$ cat src/pkg/tptp_pkg.sv
// constants shared by the transmit timestamp port
package tptp_pkg;
  // ----------------------------------------------------------------
  // time formats
  // ----------------------------------------------------------------
  localparam int TIME_W      = 80;  // system time and stamp width
  localparam int SEC_W       = 48;  // normal mode seconds field
  localparam int NS_W        = 32;  // normal mode nanoseconds field
  localparam int TC_SIGN_BIT = 63;  // transparent mode sign bit
  localparam int TC_NS_LO    = 16;  // transparent mode ns field 62:16
  localparam int TC_FRAC_HI  = 15;  // transparent mode fraction 15:0
  localparam int TC_TOP_BIT  = 63;  // top bit inserted in transparent mode

  // ----------------------------------------------------------------
  // frame side-band and stream
  // ----------------------------------------------------------------
  localparam int LANE_W     = 5;   // lane index width
  localparam int LANE_COUNT = 20;  // lanes a frame start may land on
  localparam int TAG_W      = 16;
  localparam int WORD_W     = 16;  // two bytes per beat
  localparam int OFF_W      = 16;  // byte offsets
  localparam int WIDX_W     = 15;  // word index inside a frame
  localparam int NORM_WORDS = 5;   // 80-bit stamp as 16-bit words
  localparam int TC_WORDS   = 4;   // 64-bit stamp as 16-bit words
  localparam int KSEL_W     = 3;

  localparam logic [1:0] OP_NOP  = 2'h0;
  localparam logic [1:0] OP_ONE  = 2'h1;
  localparam logic [1:0] OP_TWO  = 2'h2;
  localparam logic [1:0] OP_RSVD = 2'h3;

  // ----------------------------------------------------------------
  // register map
  // ----------------------------------------------------------------
  localparam int          ADDR_W       = 12;
  localparam int          DATA_W       = 32;
  localparam logic [11:0] REG_CTRL     = 12'h000;
  localparam logic [11:0] REG_STATUS   = 12'h004;
  localparam logic [11:0] REG_COUNT    = 12'h008;
  localparam int          CTRL_TC_BIT  = 0;  // transparent clock mode
  localparam int          CTRL_RST_BIT = 1;  // write 1: transmit path reset
  localparam int          ST_WR_ERR    = 0;
  localparam int          ST_RD_ERR    = 1;
  localparam int          ST_OPEN      = 2;
  localparam logic [31:0] RESET_WORD   = 32'h0000_0000;
endpackage

$ cat src/hdl/tptp_tx_stamp.sv
// transmit timestamp port: capture, report, one-step insertion, apb status
//
// Contract
// RULE1: normal mode time is 48 bits seconds then 32 bits nanoseconds.
// RULE2: transparent mode: bit 63 sign, 62:16 nanoseconds, 15:0 fraction.
// RULE3: client drives system time on this clock; no resynchronisation here.
// RULE4: stamp valid high while a captured stamp stands on the outputs.
// RULE5: lane index (one of 20) of the frame start goes with each stamp.
// RULE6: tag output equals the tag given with that frame.
// RULE7: stamp equals system time when frame start passed the capture plane.
// RULE8: stamp keeps the bit layout of the system time input.
// RULE9: opcode 00 captures nothing and passes frame; 11 reserved.
// RULE10: opcode 01 captures a stamp and inserts it into the frame.
// RULE11: opcode 10 captures and returns a stamp, frame unaltered.
// RULE12: tag input ignored for no-operation frames.
// RULE13: one-step and two-step stamps come back with their frame tag.
// RULE14: checksum flag ignored unless one-step; 0 means no udp checksum.
// RULE15: checksum flag 1 on one-step: udp checksum recomputed for stamp.
// RULE16: stamp inserted at client byte offset from destination address.
// RULE17: checksum located at the client checksum byte offset.
// RULE18: client gives only even offsets.
// RULE19: tag store write failure sets sticky error until path reset.
// RULE20: stamp valid lasts one cycle with stamp, tag, lane stable.
`timescale 1ns/10ps
module tptp_tx_stamp
  import tptp_pkg::*;
(
  input  wire logic              pclk,
  input  wire logic              presetn,
  input  wire logic              pce,
  // apb slave
  input  wire logic              psel,
  input  wire logic              penable,
  input  wire logic              pwrite,
  input  wire logic [ADDR_W-1:0] paddr,
  input  wire logic [DATA_W-1:0] pwdata,
  output logic      [DATA_W-1:0] prdata,
  output logic                   pready,
  output logic                   pslverr,
  // time and frame side-band
  input  wire logic [TIME_W-1:0] tx_system_time_in,
  input  wire logic [1:0]        tx_frame_stamp_opcode,
  input  wire logic [TAG_W-1:0]  tx_frame_tag,
  input  wire logic              tx_frame_csum_update,
  input  wire logic [OFF_W-1:0]  tx_frame_stamp_byte_offset,
  input  wire logic [OFF_W-1:0]  tx_frame_csum_byte_offset,
  // frame stream in
  input  wire logic              tx_in_valid,
  input  wire logic              tx_in_frame_start,
  input  wire logic              tx_in_frame_end,
  input  wire logic [WORD_W-1:0] tx_in_data,
  input  wire logic [LANE_W-1:0] tx_in_lane,
  // frame stream out
  output logic                   tx_out_valid,
  output logic                   tx_out_frame_start,
  output logic                   tx_out_frame_end,
  output logic      [WORD_W-1:0] tx_out_data,
  // stamp report
  output logic                   tx_stamp_valid,
  output logic      [TIME_W-1:0] tx_stamp_value,
  output logic      [TAG_W-1:0]  tx_stamp_tag_return,
  output logic      [LANE_W-1:0] tx_stamp_lane_index,
  output logic                   tx_stamp_fifo_write_error,
  output logic                   tx_stamp_fifo_read_error
);
  // ----------------------------------------------------------------
  // state
  // ----------------------------------------------------------------
  logic              ready_q, slverr_q, tc_mode_q, open_q, wr_err_q, rd_err_q;
  logic [DATA_W-1:0] rdata_q, count_q;
  logic [1:0]        op_q;
  logic              upd_q;
  logic [WIDX_W-1:0] ts_word_q, ck_word_q, widx_q;
  logic [TIME_W-1:0] stamp_q;
  logic              sv_q, ov_q, os_q, oe_q;
  logic [WORD_W-1:0] od_q;
  logic [TAG_W-1:0]  tag_q;
  logic [LANE_W-1:0] lane_q;

  // ----------------------------------------------------------------
  // apb slave: one wait-free access phase
  // ----------------------------------------------------------------
  logic setup, access, wr_ctrl, path_rst, mapped;

  always_comb begin
    setup    = psel & ~penable;
    access   = psel & penable & ready_q;
    mapped   = (paddr == REG_CTRL) | (paddr == REG_STATUS) | (paddr == REG_COUNT);
    wr_ctrl  = access & pwrite & ~slverr_q & (paddr == REG_CTRL);
    path_rst = wr_ctrl & pwdata[CTRL_RST_BIT];
  end

  // ready and error are raised for exactly the access phase
  always_ff @(posedge pclk or negedge presetn) begin
    if (!presetn) begin
      ready_q  <= 1'b0;
      slverr_q <= 1'b0;
    end else if (pce) begin
      ready_q  <= setup;
      slverr_q <= setup & ~mapped;
    end
  end

  // read data latched in setup so it is stable through access
  always_ff @(posedge pclk or negedge presetn) begin
    if (!presetn) begin
      rdata_q <= RESET_WORD;
    end else if (pce && setup) begin
      rdata_q <= RESET_WORD;
      if (!pwrite) begin
        case (paddr)
          REG_CTRL:   rdata_q[CTRL_TC_BIT] <= tc_mode_q;
          REG_STATUS: begin
            rdata_q[ST_WR_ERR] <= wr_err_q;
            rdata_q[ST_RD_ERR] <= rd_err_q;
            rdata_q[ST_OPEN]   <= open_q;
          end
          REG_COUNT:  rdata_q <= count_q;
          default:    rdata_q <= RESET_WORD;
        endcase
      end
    end
  end

  // time format select steers insertion width
  always_ff @(posedge pclk or negedge presetn) begin
    if (!presetn) begin
      tc_mode_q <= 1'b0;
    end else if (pce && wr_ctrl) begin
      tc_mode_q <= pwdata[CTRL_TC_BIT];  // see RULE2
    end
  end

  // ----------------------------------------------------------------
  // per-frame context: live on the start beat, held afterwards
  // ----------------------------------------------------------------
  logic              beat, sop_beat, take;
  logic [1:0]        cur_op;
  logic              cur_upd;
  logic [WIDX_W-1:0] cur_ts, cur_ck, cur_widx;
  logic [TIME_W-1:0] cur_stamp;

  always_comb begin
    beat      = pce & tx_in_valid;
    sop_beat  = beat & tx_in_frame_start;
    cur_op    = tx_in_frame_start ? tx_frame_stamp_opcode : op_q;
    cur_upd   = tx_in_frame_start ? tx_frame_csum_update : upd_q;
    // byte offsets are even, so bit 0 is dropped; see RULE18
    cur_ts    = tx_in_frame_start ? tx_frame_stamp_byte_offset[OFF_W-1:1] : ts_word_q;  // see RULE16
    cur_ck    = tx_in_frame_start ? tx_frame_csum_byte_offset[OFF_W-1:1] : ck_word_q;   // see RULE17
    cur_widx  = tx_in_frame_start ? '0 : widx_q;
    cur_stamp = tx_in_frame_start ? tx_system_time_in : stamp_q;  // see RULE3
    // reserved opcode is treated like no operation
    take      = sop_beat & ((tx_frame_stamp_opcode == OP_ONE) | (tx_frame_stamp_opcode == OP_TWO));  // see RULE9
  end

  always_ff @(posedge pclk or negedge presetn) begin
    if (!presetn) begin
      op_q      <= OP_NOP;
      upd_q     <= 1'b0;
      ts_word_q <= '0;
      ck_word_q <= '0;
      stamp_q   <= '0;
    end else if (sop_beat) begin
      op_q      <= tx_frame_stamp_opcode;
      upd_q     <= tx_frame_csum_update;
      ts_word_q <= tx_frame_stamp_byte_offset[OFF_W-1:1];
      ck_word_q <= tx_frame_csum_byte_offset[OFF_W-1:1];
      stamp_q   <= tx_system_time_in;  // see RULE7
    end
  end

  // word position within the frame
  always_ff @(posedge pclk or negedge presetn) begin
    if (!presetn) begin
      widx_q <= '0;
    end else if (beat) begin
      widx_q <= cur_widx + WIDX_W'(1);
    end
  end

  // ----------------------------------------------------------------
  // stamp words and incremental checksum
  // ----------------------------------------------------------------
  logic [WORD_W-1:0] sw [NORM_WORDS];
  logic [WORD_W-1:0] acc [NORM_WORDS];
  logic [WORD_W-1:0] ck_fold;

  // normal: 80 bits as five words; transparent: low 64 bits as four
  always_comb begin
    for (int i = 0; i < NORM_WORDS; i++) begin
      if (!tc_mode_q) begin
        sw[i] = cur_stamp[TIME_W-1-WORD_W*i -: WORD_W];  // see RULE1
      end else if (i < TC_WORDS) begin
        sw[i] = cur_stamp[TC_TOP_BIT-WORD_W*i -: WORD_W];  // see RULE2
      end else begin
        sw[i] = '0;
      end
    end
  end

  assign acc[0] = sw[0];
  // sum of inserted words, assuming the client zeroed the field
  for (genvar g = 1; g < NORM_WORDS; g++) begin : g_sum
    tptp_oc_add u_add (
      .a   (acc[g-1]),
      .b   (sw[g]),
      .sum (acc[g])
    );
  end

  tptp_oc_add u_fold (
    .a   (~tx_in_data),
    .b   (acc[NORM_WORDS-1]),
    .sum (ck_fold)
  );

  // ----------------------------------------------------------------
  // one-step rewrite of the stream
  // ----------------------------------------------------------------
  logic [WIDX_W-1:0] k;
  logic              ins_hit, ck_hit;
  logic [WORD_W-1:0] out_word;

  always_comb begin
    k        = cur_widx - cur_ts;
    ins_hit  = (cur_op == OP_ONE) & (cur_widx >= cur_ts) &
               (k < (tc_mode_q ? WIDX_W'(TC_WORDS) : WIDX_W'(NORM_WORDS)));  // see RULE10
    ck_hit   = (cur_op == OP_ONE) & cur_upd & (cur_widx == cur_ck) & ~ins_hit;  // see RULE14
    out_word = tx_in_data;  // see RULE11
    if (ins_hit) begin
      out_word = sw[k[KSEL_W-1:0]];  // see RULE16
    end else if (ck_hit) begin
      out_word = ~ck_fold;  // see RULE15
    end
  end

  // one register stage on the stream
  always_ff @(posedge pclk or negedge presetn) begin
    if (!presetn) begin
      ov_q <= 1'b0;
      os_q <= 1'b0;
      oe_q <= 1'b0;
      od_q <= '0;
    end else if (pce) begin
      ov_q <= tx_in_valid;
      os_q <= tx_in_valid & tx_in_frame_start;
      oe_q <= tx_in_valid & tx_in_frame_end;
      od_q <= tx_in_valid ? out_word : od_q;
    end
  end

  // ----------------------------------------------------------------
  // stamp report: one cycle per captured frame
  // ----------------------------------------------------------------
  always_ff @(posedge pclk or negedge presetn) begin
    if (!presetn) begin
      sv_q <= 1'b0;
    end else if (pce) begin
      sv_q <= take;  // see RULE4, RULE20
    end
  end

  // tag ignored for no-operation frames: fields only load on capture
  always_ff @(posedge pclk or negedge presetn) begin
    if (!presetn) begin
      tag_q   <= '0;
      lane_q  <= '0;
      count_q <= RESET_WORD;
    end else if (take) begin
      tag_q   <= tx_frame_tag;  // see RULE6, RULE12, RULE13
      lane_q  <= tx_in_lane;    // see RULE5
      count_q <= count_q + DATA_W'(1);
    end
  end

  // ----------------------------------------------------------------
  // tag store occupancy and sticky errors
  // ----------------------------------------------------------------
  // a start while a frame is open overwrites the tag: write error
  always_ff @(posedge pclk or negedge presetn) begin
    if (!presetn) begin
      open_q   <= 1'b0;
      wr_err_q <= 1'b0;
      rd_err_q <= 1'b0;
    end else if (pce) begin
      if (path_rst) begin
        open_q <= 1'b0;
      end else if (beat) begin
        open_q <= tx_in_frame_start ? ~tx_in_frame_end : (open_q & ~tx_in_frame_end);
      end
      // set wins over the path reset clear
      wr_err_q <= (wr_err_q & ~path_rst) | (sop_beat & open_q);  // see RULE19
      rd_err_q <= (rd_err_q & ~path_rst) | (beat & tx_in_frame_end & ~tx_in_frame_start & ~open_q);
    end
  end

  assign prdata                    = rdata_q;
  assign pready                    = ready_q;
  assign pslverr                   = slverr_q;
  assign tx_out_valid              = ov_q;
  assign tx_out_frame_start        = os_q;
  assign tx_out_frame_end          = oe_q;
  assign tx_out_data               = od_q;
  assign tx_stamp_valid            = sv_q;
  assign tx_stamp_value            = stamp_q;  // see RULE8
  assign tx_stamp_tag_return       = tag_q;
  assign tx_stamp_lane_index       = lane_q;
  assign tx_stamp_fifo_write_error = wr_err_q;
  assign tx_stamp_fifo_read_error  = rd_err_q;

  // ----------------------------------------------------------------
  // checks
  // ----------------------------------------------------------------
  a_valid_cause: assert property (@(posedge pclk) disable iff (!presetn) // see RULE4
    tx_stamp_valid && $past(pce) |-> $past(take)) else $error("stamp valid without capture");
  a_valid_single: assert property (@(posedge pclk) disable iff (!presetn) // see RULE20
    pce && tx_stamp_valid && !take |=> !tx_stamp_valid) else $error("stamp valid longer than one cycle");
  a_stamp_time: assert property (@(posedge pclk) disable iff (!presetn) // see RULE7
    take |=> tx_stamp_valid && tx_stamp_value == $past(tx_system_time_in)) else $error("stamp not start time");
  a_tag_return: assert property (@(posedge pclk) disable iff (!presetn) // see RULE13
    take |=> tx_stamp_tag_return == $past(tx_frame_tag)) else $error("tag mismatch");
  a_lane_index: assert property (@(posedge pclk) disable iff (!presetn) // see RULE5
    take |=> tx_stamp_lane_index == $past(tx_in_lane)) else $error("lane mismatch");
  a_noop_quiet: assert property (@(posedge pclk) disable iff (!presetn) // see RULE9
    sop_beat && tx_frame_stamp_opcode == OP_NOP |=> !tx_stamp_valid) else $error("no-op frame stamped");
  a_onestep_first: assert property (@(posedge pclk) disable iff (!presetn) // see RULE10
    sop_beat && tx_frame_stamp_opcode == OP_ONE && tx_frame_stamp_byte_offset == '0 && !tc_mode_q
    |=> tx_out_data == $past(tx_system_time_in[TIME_W-1 -: WORD_W])) else $error("stamp not inserted");
  a_twostep_pass: assert property (@(posedge pclk) disable iff (!presetn) // see RULE11
    beat && cur_op == OP_TWO |=> tx_out_data == $past(tx_in_data)) else $error("two-step frame altered");
  a_nocsum_pass: assert property (@(posedge pclk) disable iff (!presetn) // see RULE14
    beat && cur_op == OP_ONE && !cur_upd && !ins_hit |=> tx_out_data == $past(tx_in_data))
    else $error("checksum touched without flag");
  a_err_sticky: assert property (@(posedge pclk) disable iff (!presetn) // see RULE19
    wr_err_q && !path_rst |=> wr_err_q) else $error("write error dropped");

  c_two_step: cover property (@(posedge pclk) take && tx_frame_stamp_opcode == OP_TWO);
  c_one_csum: cover property (@(posedge pclk) beat && ck_hit);
  c_wr_err:   cover property (@(posedge pclk) sop_beat && open_q);
endmodule

$ cat src/hdl/tptp_oc_add.sv
// ones-complement 16-bit adder with end-around carry
`timescale 1ns/10ps
module tptp_oc_add
  import tptp_pkg::*;
(
  input  wire logic [WORD_W-1:0] a,
  input  wire logic [WORD_W-1:0] b,
  output logic      [WORD_W-1:0] sum
);
  logic [WORD_W:0] raw;

  // carry folds back into bit 0, as checksum arithmetic needs
  always_comb begin
    raw = {1'b0, a} + {1'b0, b};
    sum = raw[WORD_W-1:0] + {{(WORD_W-1){1'b0}}, raw[WORD_W]};
  end
endmodule

$ cat config.mk
export PLATFORM = sky130hd
export DESIGN_NAME = tptp_tx_stamp
export DESIGN_NICKNAME = d
export VERILOG_FILES = /design/src/pkg/tptp_pkg.sv /design/src/hdl/tptp_tx_stamp.sv /design/src/hdl/tptp_oc_add.sv
export SDC_FILE = /design/constraint.sdc
export NUM_CORES = 1
export LEC_CHECK = 0
export BUFFER_PORTS_ARGS = -buffer_cell sky130_fd_sc_hd__buf_2
export CAP_MARGIN = 20
export CORE_AREA = 2 2 196 198
export CTS_CLUSTER_DIAMETER = 60
export DETAILED_ROUTE_END_ITERATION = 8
export DIE_AREA = 0 0 198 200
export PLACE_DENSITY = 0.73
export SYNTH_ARGS = -nofsm -noshare
export SYNTH_HDL_FRONTEND = slang
export SYNTH_SLANG_ARGS = --single-unit
$ cat constraint.sdc
create_clock -name pclk -period 17.9 [get_ports pclk]
set_clock_uncertainty 0.05 [all_clocks]
set_input_delay 3.58 -clock pclk [delete_from_list [all_inputs] [get_ports pclk]]
set_output_delay 3.58 -clock pclk [all_outputs]
set_load 0.1 [all_outputs]
* After elaboration in Yosys (flattened, before gate mapping) *
Index checks and enable logic that the tools add are counted.
W data, S select, Z words.

storage, ports and cells
  logic and storage cells = 114
  output and inout bits = 157
  register bits = 239

cells by class
  add/sub/neg operators = 13
  order comparisons = 3
  bitwise operators = 41
  reductions and logical operators = 6
  muxes and demuxes = 24
  equal/unequal tests = 6

operators with widths
  cell                     count
  $mux W16                 9
  $add A16 B16 Y17         5
  $add A16 B1 Y16          5
  $mux W80                 1
  $bmux W16 S3             1
  $mux W15                 3
  $add A32 B1 Y32 const B  1
  $mux W32                 1
  $not A16 Y16             2
  $mux W29                 1
  $and A1 B1 Y1            25
  $add A15 B1 Y15 const B  1
  $eq A15 B15 Y1           1
  $ge A15 B15 Y1           1
  $lt A15 B3 Y1            1
  $sub A15 B15 Y15         1
  $eq A12 B3 Y1 const B    1
  $eq A12 B4 Y1 const B    1
  $logic_not A12 Y1        1
  $not A1 Y1               8
  $mux W1                  5
  $or A1 B1 Y1             5
  $eq A2 B1 Y1 const B     2
  $ge A4 B4 Y1 const B     1
  8 further kinds          10

* Longest topological paths before layout *
Gate-level depths: netlist of the first run.

  word-level depth = 15
  gate-level depth with buffers = 84
  gate-level depth less buffers = 81

* By module *
Synthesis of the first run repeated with hierarchy kept, for this count alone.

second synthesis, totals
  cell total of the unflattened synthesis = 2053
  area total of the unflattened synthesis = 19082.1 um^2

modules (own cells, without submodules)
  module                            area each (um^2)  times used  cells each
  tptp_tx_stamp                     13475.4           1           1333
  tptp_oc_add (g_sum[1].u_add ...)  1109.8            3           146
  tptp_oc_add (g_sum[3].u_add ...)  1138.6            2           141

* Least setup slack after synthesis of the first run *
No wires, ideal clock.

  kind = input to register
  from = input tx_in_frame_start
  to = register od_q[14], in the netlist tx_out_data[14]
  cell stages on the path = 82
  data required time = 17.727 ns
  buffers on the path = 3
  library setup time = 0.123 ns
  setup slack = -1.908 ns
  data arrival time = 19.635 ns
  cells stage by stage = clkbuf_1 buf_2 buf_1 mux4_2 ha_1 fa_1 a211oi_2 o21a_1 nor3_2 o41a_1 o31ai_4 a21oi_1 or2_2 ha_1 and3_1 and4_2 xor2_1 ha_1 (+46 left out) a21o_1 a31o_2 o21bai_1 o21ai_1 o21bai_1 a21oi_1 nor2_1 o21ai_0 nand2b_1 ha_1 nand2b_1 a2111o_1 nor4b_2 nand4_1 nor4b_2 a21boi_0 nand3b_1 o221a_2

between the ends
  longest elaborated chain between the ends = 15
  elaborated cells on any way between the ends = 39
  classes of those cells = add/sub: 11; order compare: 2; eq/ne: 2; mux: 16; bitwise: 8

ends and longest elaborated chain
  item                    line                  text
  start: declaration      tptp_tx_stamp.sv:49   input wire logic tx_in_frame_start,
  $mux W80                tptp_tx_stamp.sv:152  cur_stamp = tx_in_frame_start ? tx_system_time_in : stamp_q;
  $mux W16                tptp_tx_stamp.sv:192  if (!tc_mode_q) begin
  $add A16 B16 Y17        tptp_oc_add.sv:14     raw = {1'b0, a} + {1'b0, b};
  $add A16 B1 Y16         tptp_oc_add.sv:15     sum = raw[WORD_W-1:0] + {{(WORD_W-1){1'b0}}, raw[WORD_W]};
  $add A16 B16 Y17        tptp_oc_add.sv:14
  $add A16 B1 Y16         tptp_oc_add.sv:15
  $add A16 B16 Y17        tptp_oc_add.sv:14
  $add A16 B1 Y16         tptp_oc_add.sv:15
  $add A16 B16 Y17        tptp_oc_add.sv:14
  $add A16 B1 Y16         tptp_oc_add.sv:15
  $add A16 B16 Y17        tptp_oc_add.sv:14
  $add A16 B1 Y16         tptp_oc_add.sv:15
  $not A16 Y16            tptp_tx_stamp.sv:234  out_word = ~ck_fold;
  $mux W16                tptp_tx_stamp.sv:233  end else if (ck_hit) begin
  $mux W16 *              tptp_tx_stamp.sv:231  if (ins_hit) begin
  end signal: assignment  tptp_tx_stamp.sv:249  od_q <= tx_in_valid ? out_word : od_q;
  end: declaration        tptp_tx_stamp.sv:76   logic [WORD_W-1:0] od_q;

Mark *: on every way between the ends. The rest lies on a longest branch, timed or not. The select of a mux whose other input is x is not followed.
A chain may end at the register's enable or synchronous reset.

* Final worst setup path of the first run *
  from = input tx_in_frame_start
  to = register od_q[11], in the netlist tx_out_data[11]

Same word-level chain as after synthesis.

==> results of run 1 <==
==> worst max-delay path, delay by kind of cell <==
kind	cells	cell delay, ns
buf+inv	5	0.72
simple gates	28	4.50
fa+ha+maj	13	3.27
xor+xnor	5	0.43
compound gates	30	5.54
mux	1	0.61
==> placed cells by master, fill, tap and decap left out, types with 9 or more instances in the layout <==
cell,netlist,layout
nor2_1,106,98
o21a_1,19,18
nand2_1,457,455
nand4_1,18,18
o21ai_0,49,40
o21ai_2,1,10
a22o_1,32,31
a21oi_1,76,71
a211oi_1,26,25
nor3_1,50,48
o31ai_1,11,9
mux4_2,80,80
xor2_1,75,73
nor2b_1,36,35
buf_2,4,327
o211ai_1,9,9
and3_1,31,25
nand2b_1,20,20
dfrtp_1,239,238
buf_4,0,338
clkbuf_16,0,30
nand3_1,53,47
nor4_1,14,13
mux2_2,24,25
o21bai_1,12,11
inv_1,54,53
ha_1,107,91
or3_1,12,11
a21o_1,25,25
xnor2_1,92,90
o21ai_1,20,19
mux2i_1,44,44
==> layer usage <==
| metal | share of wire (%) | up-vias | wire, µm |
|---|---|---|---|
| li1 | - | 8591 | - |
| met1 | 41 | 8935 | 25000 |
| met2 | 48 | 701 | 29500 |
| met3 | 7.3 | 139 | 4420 |
| met4 | 3.4 | 4 | 2070 |
| met5 | 0.039 | - | 24 |
==> cell families after synthesis <==
logic type	count (synthesis)	share of synthesized area, %
and+or+nand+nor	861	21.4
AOI/OAI and AO/OA	361	13.7
DFF	239	32.2
xor gates and xnor gates	167	7.87
muxes	156	14.0
buffers and inverters	145	3.09
adders and majority gates	113	7.85
==> cells in the mapped netlist (all sizes together) (44+ instances only) <==
library cell    n  area (µm²)
o21ai          70         354
nor2          106         398
xnor2          92         806
a21oi          76         380
mux2i          44         440
nor3           52         270
inv            54         203
clkbuf         69         262
mux4           80        1800
dfrtp         239        5980
xor2           75         657
nand3          53         265
ha            107        1340
nand2         457        1720
==> path summary, 6_finish.rpt <==
| check | startpoint | end | slack, ns | depth (start not counted) |
|---|---|---|---|---|
| worst max register to register | tc_mode_q | tx_out_data[11] | 2.05 | 81 |
| worst max-delay path | tx_in_frame_start | tx_out_data[11] | -0.34 | 82 |
| max in group asynchronous | presetn | tx_stamp_value[3] | 13.55 | 3 |
| worst min-delay path | ts_word_q[12] | ts_word_q[12] | 0.42 | 2 |
| worst min register to register | ts_word_q[12] | ts_word_q[12] | 0.42 | 2 |
| min in group asynchronous | presetn | prdata[24] | 2.98 | 1 |
==> per-stage QoR <==
stage               hold slack, ns  instance area (µm²)  worst slack, ns  utilization, %
floorplan                    0.392                18900           -0.102               -
global placement             0.407                22900           -0.990            61.3
detailed placement           0.411                22900            -1.35            61.3
CTS                          0.426                24400           -0.225            65.4
global route                 0.439                24900            -1.03            66.7
finish                       0.423                24900           -0.337            66.7
==> cell type report <==
cell class / instances / area [µm²]
inverter: 54 / 203
sequential: 239 / 5980
multi-input combinational: 1658 / 12700
antenna: 3 / 7.51
clock inverter: 13 / 158
timing repair buffer: 678 / 4400
clock buffer: 41 / 852
tap: 511 / 639
fill: 2952 / 12500
==> registers in the layout (all words and copies together), names as in the netlist, 2 cells and up <==
| register | count |
|---|---|
| tx_stamp_value | 80 |
| count_q | 32 |
| prdata | 32 |
| tx_out_data | 16 |
| tx_stamp_tag_return | 16 |
| ck_word_q | 15 |
| ts_word_q | 15 |
| widx_q | 15 |
| tx_stamp_lane_index | 5 |
| op_q | 2 |
==> repair_timing <==
item,4_1_cts,5_1_grt
setup endpoints to repair,15,16
setup buffers,33,28
pin swaps,60,52
resized for setup,44,53
gates cloned,1,0
==> metrics.txt, run 1 <==
outcome=complete, but fails checks; failing checks=negative setup slack; Finished Layout Cells=approximately 3200; relative slew slack=between 20% and 30%; cell area after synthesis=between 15000 and 20000 µm²; crit path max-delay cell type=mux4_2; Final ANT Viol Nets=0; syn_nets=about 2400; port buffer count=about 330; Yosys reg bits=approximately 240; post-synthesis sequential area ratio=about a third; grt total ovfl=0; CTS Buf Count=30; TritonCTS sink count=roughly 240; io pins=between 300 and 400; met3 usage=6.03%; layout cells sized above 1=between 30% and 40%; global-route wire length before repair=between 90000 and 100000 µm; DR WL/cell=about 19 µm; CP Data Required Time=around 18 ns; async set or reset register ratio after synthesis=between 90% and 100%; core area=37400 µm²; DR DRC count=0; Clock Latency Late Sink=~0.59 ns; Final Critical Period=between 15 and 20 ns; Crit Path Max Fanout=5; Starting Density=49.7%; met2 usage=a little over half; DP Cell Count=a little over 3000; vias in the first global route=18300; final setup TNS=-2.83 ns; GR Util All Layers=30.3%; post-synth cell types=93; initial antenna violation count=5; Die X=between 150 and 200 µm; DR vias/cell=5.75; FP Rows=71; H-tree levels=1; worst slew pin tran=about 1.1 ns; max incr delay on CP=between 0.6 and 0.7 ns; CTS max path bufs=3; Cells after Synth=between 2000 and 2500; P&R area growth vs syn=34.1%; Final Hold Viols=0; final worst setup slack=-0.337 ns; Final period util=102%; Yosys warning count=0; final-report max-slew violation count=0; Max Fclk=0.0548 GHz; Routed WL=a little over 60000 µm; vias post-DR=roughly 18000; RePlAce Congestion=0.937; clock slew at reported path FFs=~0.060 ns; Critical Path Start Type=primary input; drt pass-1 iters=5; Hold Path Class=reg -> reg; TritonCTS clock tree=done; Synth Flop Type=dfrtp_1; largest net degree at the start of global routing=111; half-perimeter wire length after detailed placement=about 46000 µm; Avg Inst Size Synth=just over 9 µm²; RSZ-0062 raised after global routing=true; Worst EP arrival=18.67 ns; Die H=200 µm; crit end category=register; 1st-iter DRT viols=around 1200; Die ar.=around 40000 µm²; CTS Root Cell=clkbuf_16; Setup Viol. Count Final=13; max cap viols=0; number of synthesized flops with an enable pin=0; kind of critical path=in -> reg; Nets=about 3000; hold bufs inserted after CTS=0; GR peak layer=met2; met1 global-route usage=37.9%
Power of run 1 is not shown: default switching activity piles up to over one toggle a cycle in this logic, so the estimate is an artifact.
==> run 2, diff against run 1 <==
--- a/config.mk
+++ b/config.mk
@@ -11,7 +11,9 @@
 export CTS_CLUSTER_DIAMETER = 60
 export DETAILED_ROUTE_END_ITERATION = 8
 export DIE_AREA = 0 0 198 200
+export GPL_TIMING_DRIVEN = 1
 export PLACE_DENSITY = 0.73
+export RECOVER_POWER = 50
 export SYNTH_ARGS = -nofsm -noshare
 export SYNTH_HDL_FRONTEND = slang
 export SYNTH_SLANG_ARGS = --single-unit
==> metrics.txt, run 2 (synthesis results as in run 1) <==
outcome=complete, but fails checks; failing checks=max-capacitance violations, max-slew violations, negative setup slack; P&R area growth vs syn=33.9%; RSZ-0062 raised after global routing=true; final worst setup slack=-0.302 ns; final setup TNS=-2.50 ns; CTS Root Cell=clkbuf_16; Setup Viol. Count Final=13; worst hold margin=roughly 0.43 ns; DR WL/cell=~19 µm; crit path max-delay cell type=mux4_2; cells on worst reg2reg path=about 80; Final ANT Viol Nets=0; Nets=2979; TritonCTS sink count=approximately 240; max incr delay on CP=0.61 ns; global-route wire length before repair=~95000 µm; initial antenna violation count=5; max cap viols=6; io pins=between 300 and 400; DR DRC count=0; Starting Density=49.7%; port buffer count=about 330; Crit Path Max Fanout=5; GR Util All Layers=a little under a third; kind of critical path=in -> reg; CTS max path bufs=3; half-perimeter wire length after detailed placement=45800 µm; H-tree levels=1; max reg flops=80; hold path depth=2; drt pass-1 iters=5; DR vias/cell=between 5 and 6; largest net degree at the start of global routing=111; layout cells sized above 1=a little over a third; Critical Path Start Type=primary input; Final period util=102%; commonest cells after routing, fill and taps aside=455 x nand2_1, 334 x buf_4, 326 x buf_2; Die H=roughly 200 µm; vias in the first global route=18300; CP Data Required Time=approximately 18 ns; 1st-iter DRT viols=~1300; CTS Buf Count=30; Final Hold Viols=0; Die X=between 150 and 200 µm; TritonCTS clock tree=done; Die ar.=between 30000 and 40000 µm²; Clock Latency Late Sink=about 0.6 ns; commonest non-fill, non-tap cell in the layout=nand2_1; Worst EP arrival=18.64 ns; crit end category=register; grt total ovfl=0; core area=between 30000 and 40000 µm²; Max Fclk=roughly 0.055 GHz; Hold Path Class=reg -> reg; relative slew slack=-282%; vias post-DR=approximately 18000; hold bufs inserted after CTS=0; Final Critical Period=between 15 and 20 ns; Routed WL=between 60000 and 70000 µm; worst slew pin tran=~5.7 ns; clock slew at reported path FFs=around 0.06 ns; RePlAce Congestion=approximately 0.94; FP Rows=slightly above 70; final-report max-slew violation count=roughly 330
run 2: cell types whose count changed in the layout (fill, tap and decap cells not counted):
| cell | before | now |
|---|---|---|
| buf_2 | 327 | 326 |
| buf_8 | 2 | 1 |
| buf_16 | 2 | 1 |
| diode_2 | 3 | 5 |
| and2_1 | 8 | 6 |
| clkbuf_1 | 5 | 12 |
| and2_0 | 0 | 2 |
| buf_4 | 338 | 334 |
| mux2_2 | 25 | 24 |
| mux2_1 | 3 | 4 |
run 2: path summary, 6_finish.rpt:
| check | start | endpoint | slack [ns] |
|---|---|---|---|
| worst max-delay path | tx_in_frame_start | tx_out_data[11] | -0.30 |
| worst min-delay path | ts_word_q[0] | ts_word_q[0] | 0.43 |
| worst min register to register | ts_word_q[0] | ts_word_q[0] | 0.43 |
| worst max register to register | tc_mode_q | tx_out_data[11] | 2.08 |
| min in group asynchronous | presetn | count_q[24] | 5.05 |
| max in group asynchronous | presetn | tx_stamp_value[3] | 7.00 |
run 2: per-layer routing:
layer  track usage, %  up-vias  part of all wire [%]
met4             10.4        2                   3.6
met1             37.9     8974                    41
met2             52.5      666                    48
met5                0        -                 0.021
li1                 -     8592                     -
met3             6.03      145                   7.0
run 2: metrics by stage:
| step | utilization (%) | std cells | cell area, µm² | setup WS [ns] |
|---|---|---|---|---|
| final | 66.6 | 3199 | 24900 | -0.302 |
| after global routing | 66.5 | 3194 | 24900 | -1.03 |
| after CTS | 65.4 | 3164 | 24400 | -0.225 |
| after detailed placement | 61.3 | 3076 | 22900 | -1.35 |
| after global placement | 61.3 | 3076 | 22900 | -0.990 |
| after floorplan | - | 2042 | 18900 | -0.102 |
run 2: layout make-up:
class                           instances  area (µm²)
Clock buffer                           41         852
Inverter                               54         203
Fill cell                            2960       12500
Multi-Input combinational cell       1658       12700
Clock inverter                         13         158
Timing Repair Buffer                  678        4340
Antenna cell                            5        12.5
Sequential cell                       239        5980
Tap cell                              511         639
run 2: critical path, delay by kind of cell:
kind / cells / cell delay (ns)
AO/OA/AOI/OAI: 30 / 5.53
XOR/XNOR: 5 / 0.43
multiplexers: 1 / 0.61
AND/OR/NAND/NOR: 28 / 4.48
adder cells (fa/ha/maj): 13 / 3.25
buffers and inverters: 5 / 0.72
run 2: timing repair:
item	in CTS	in global routing
buffers inserted	33	28
resized for setup	44	53
setup endpoints to repair	15	16
pin swaps	60	52
cloned	1	0
Power of run 2 is left out for the same reason.
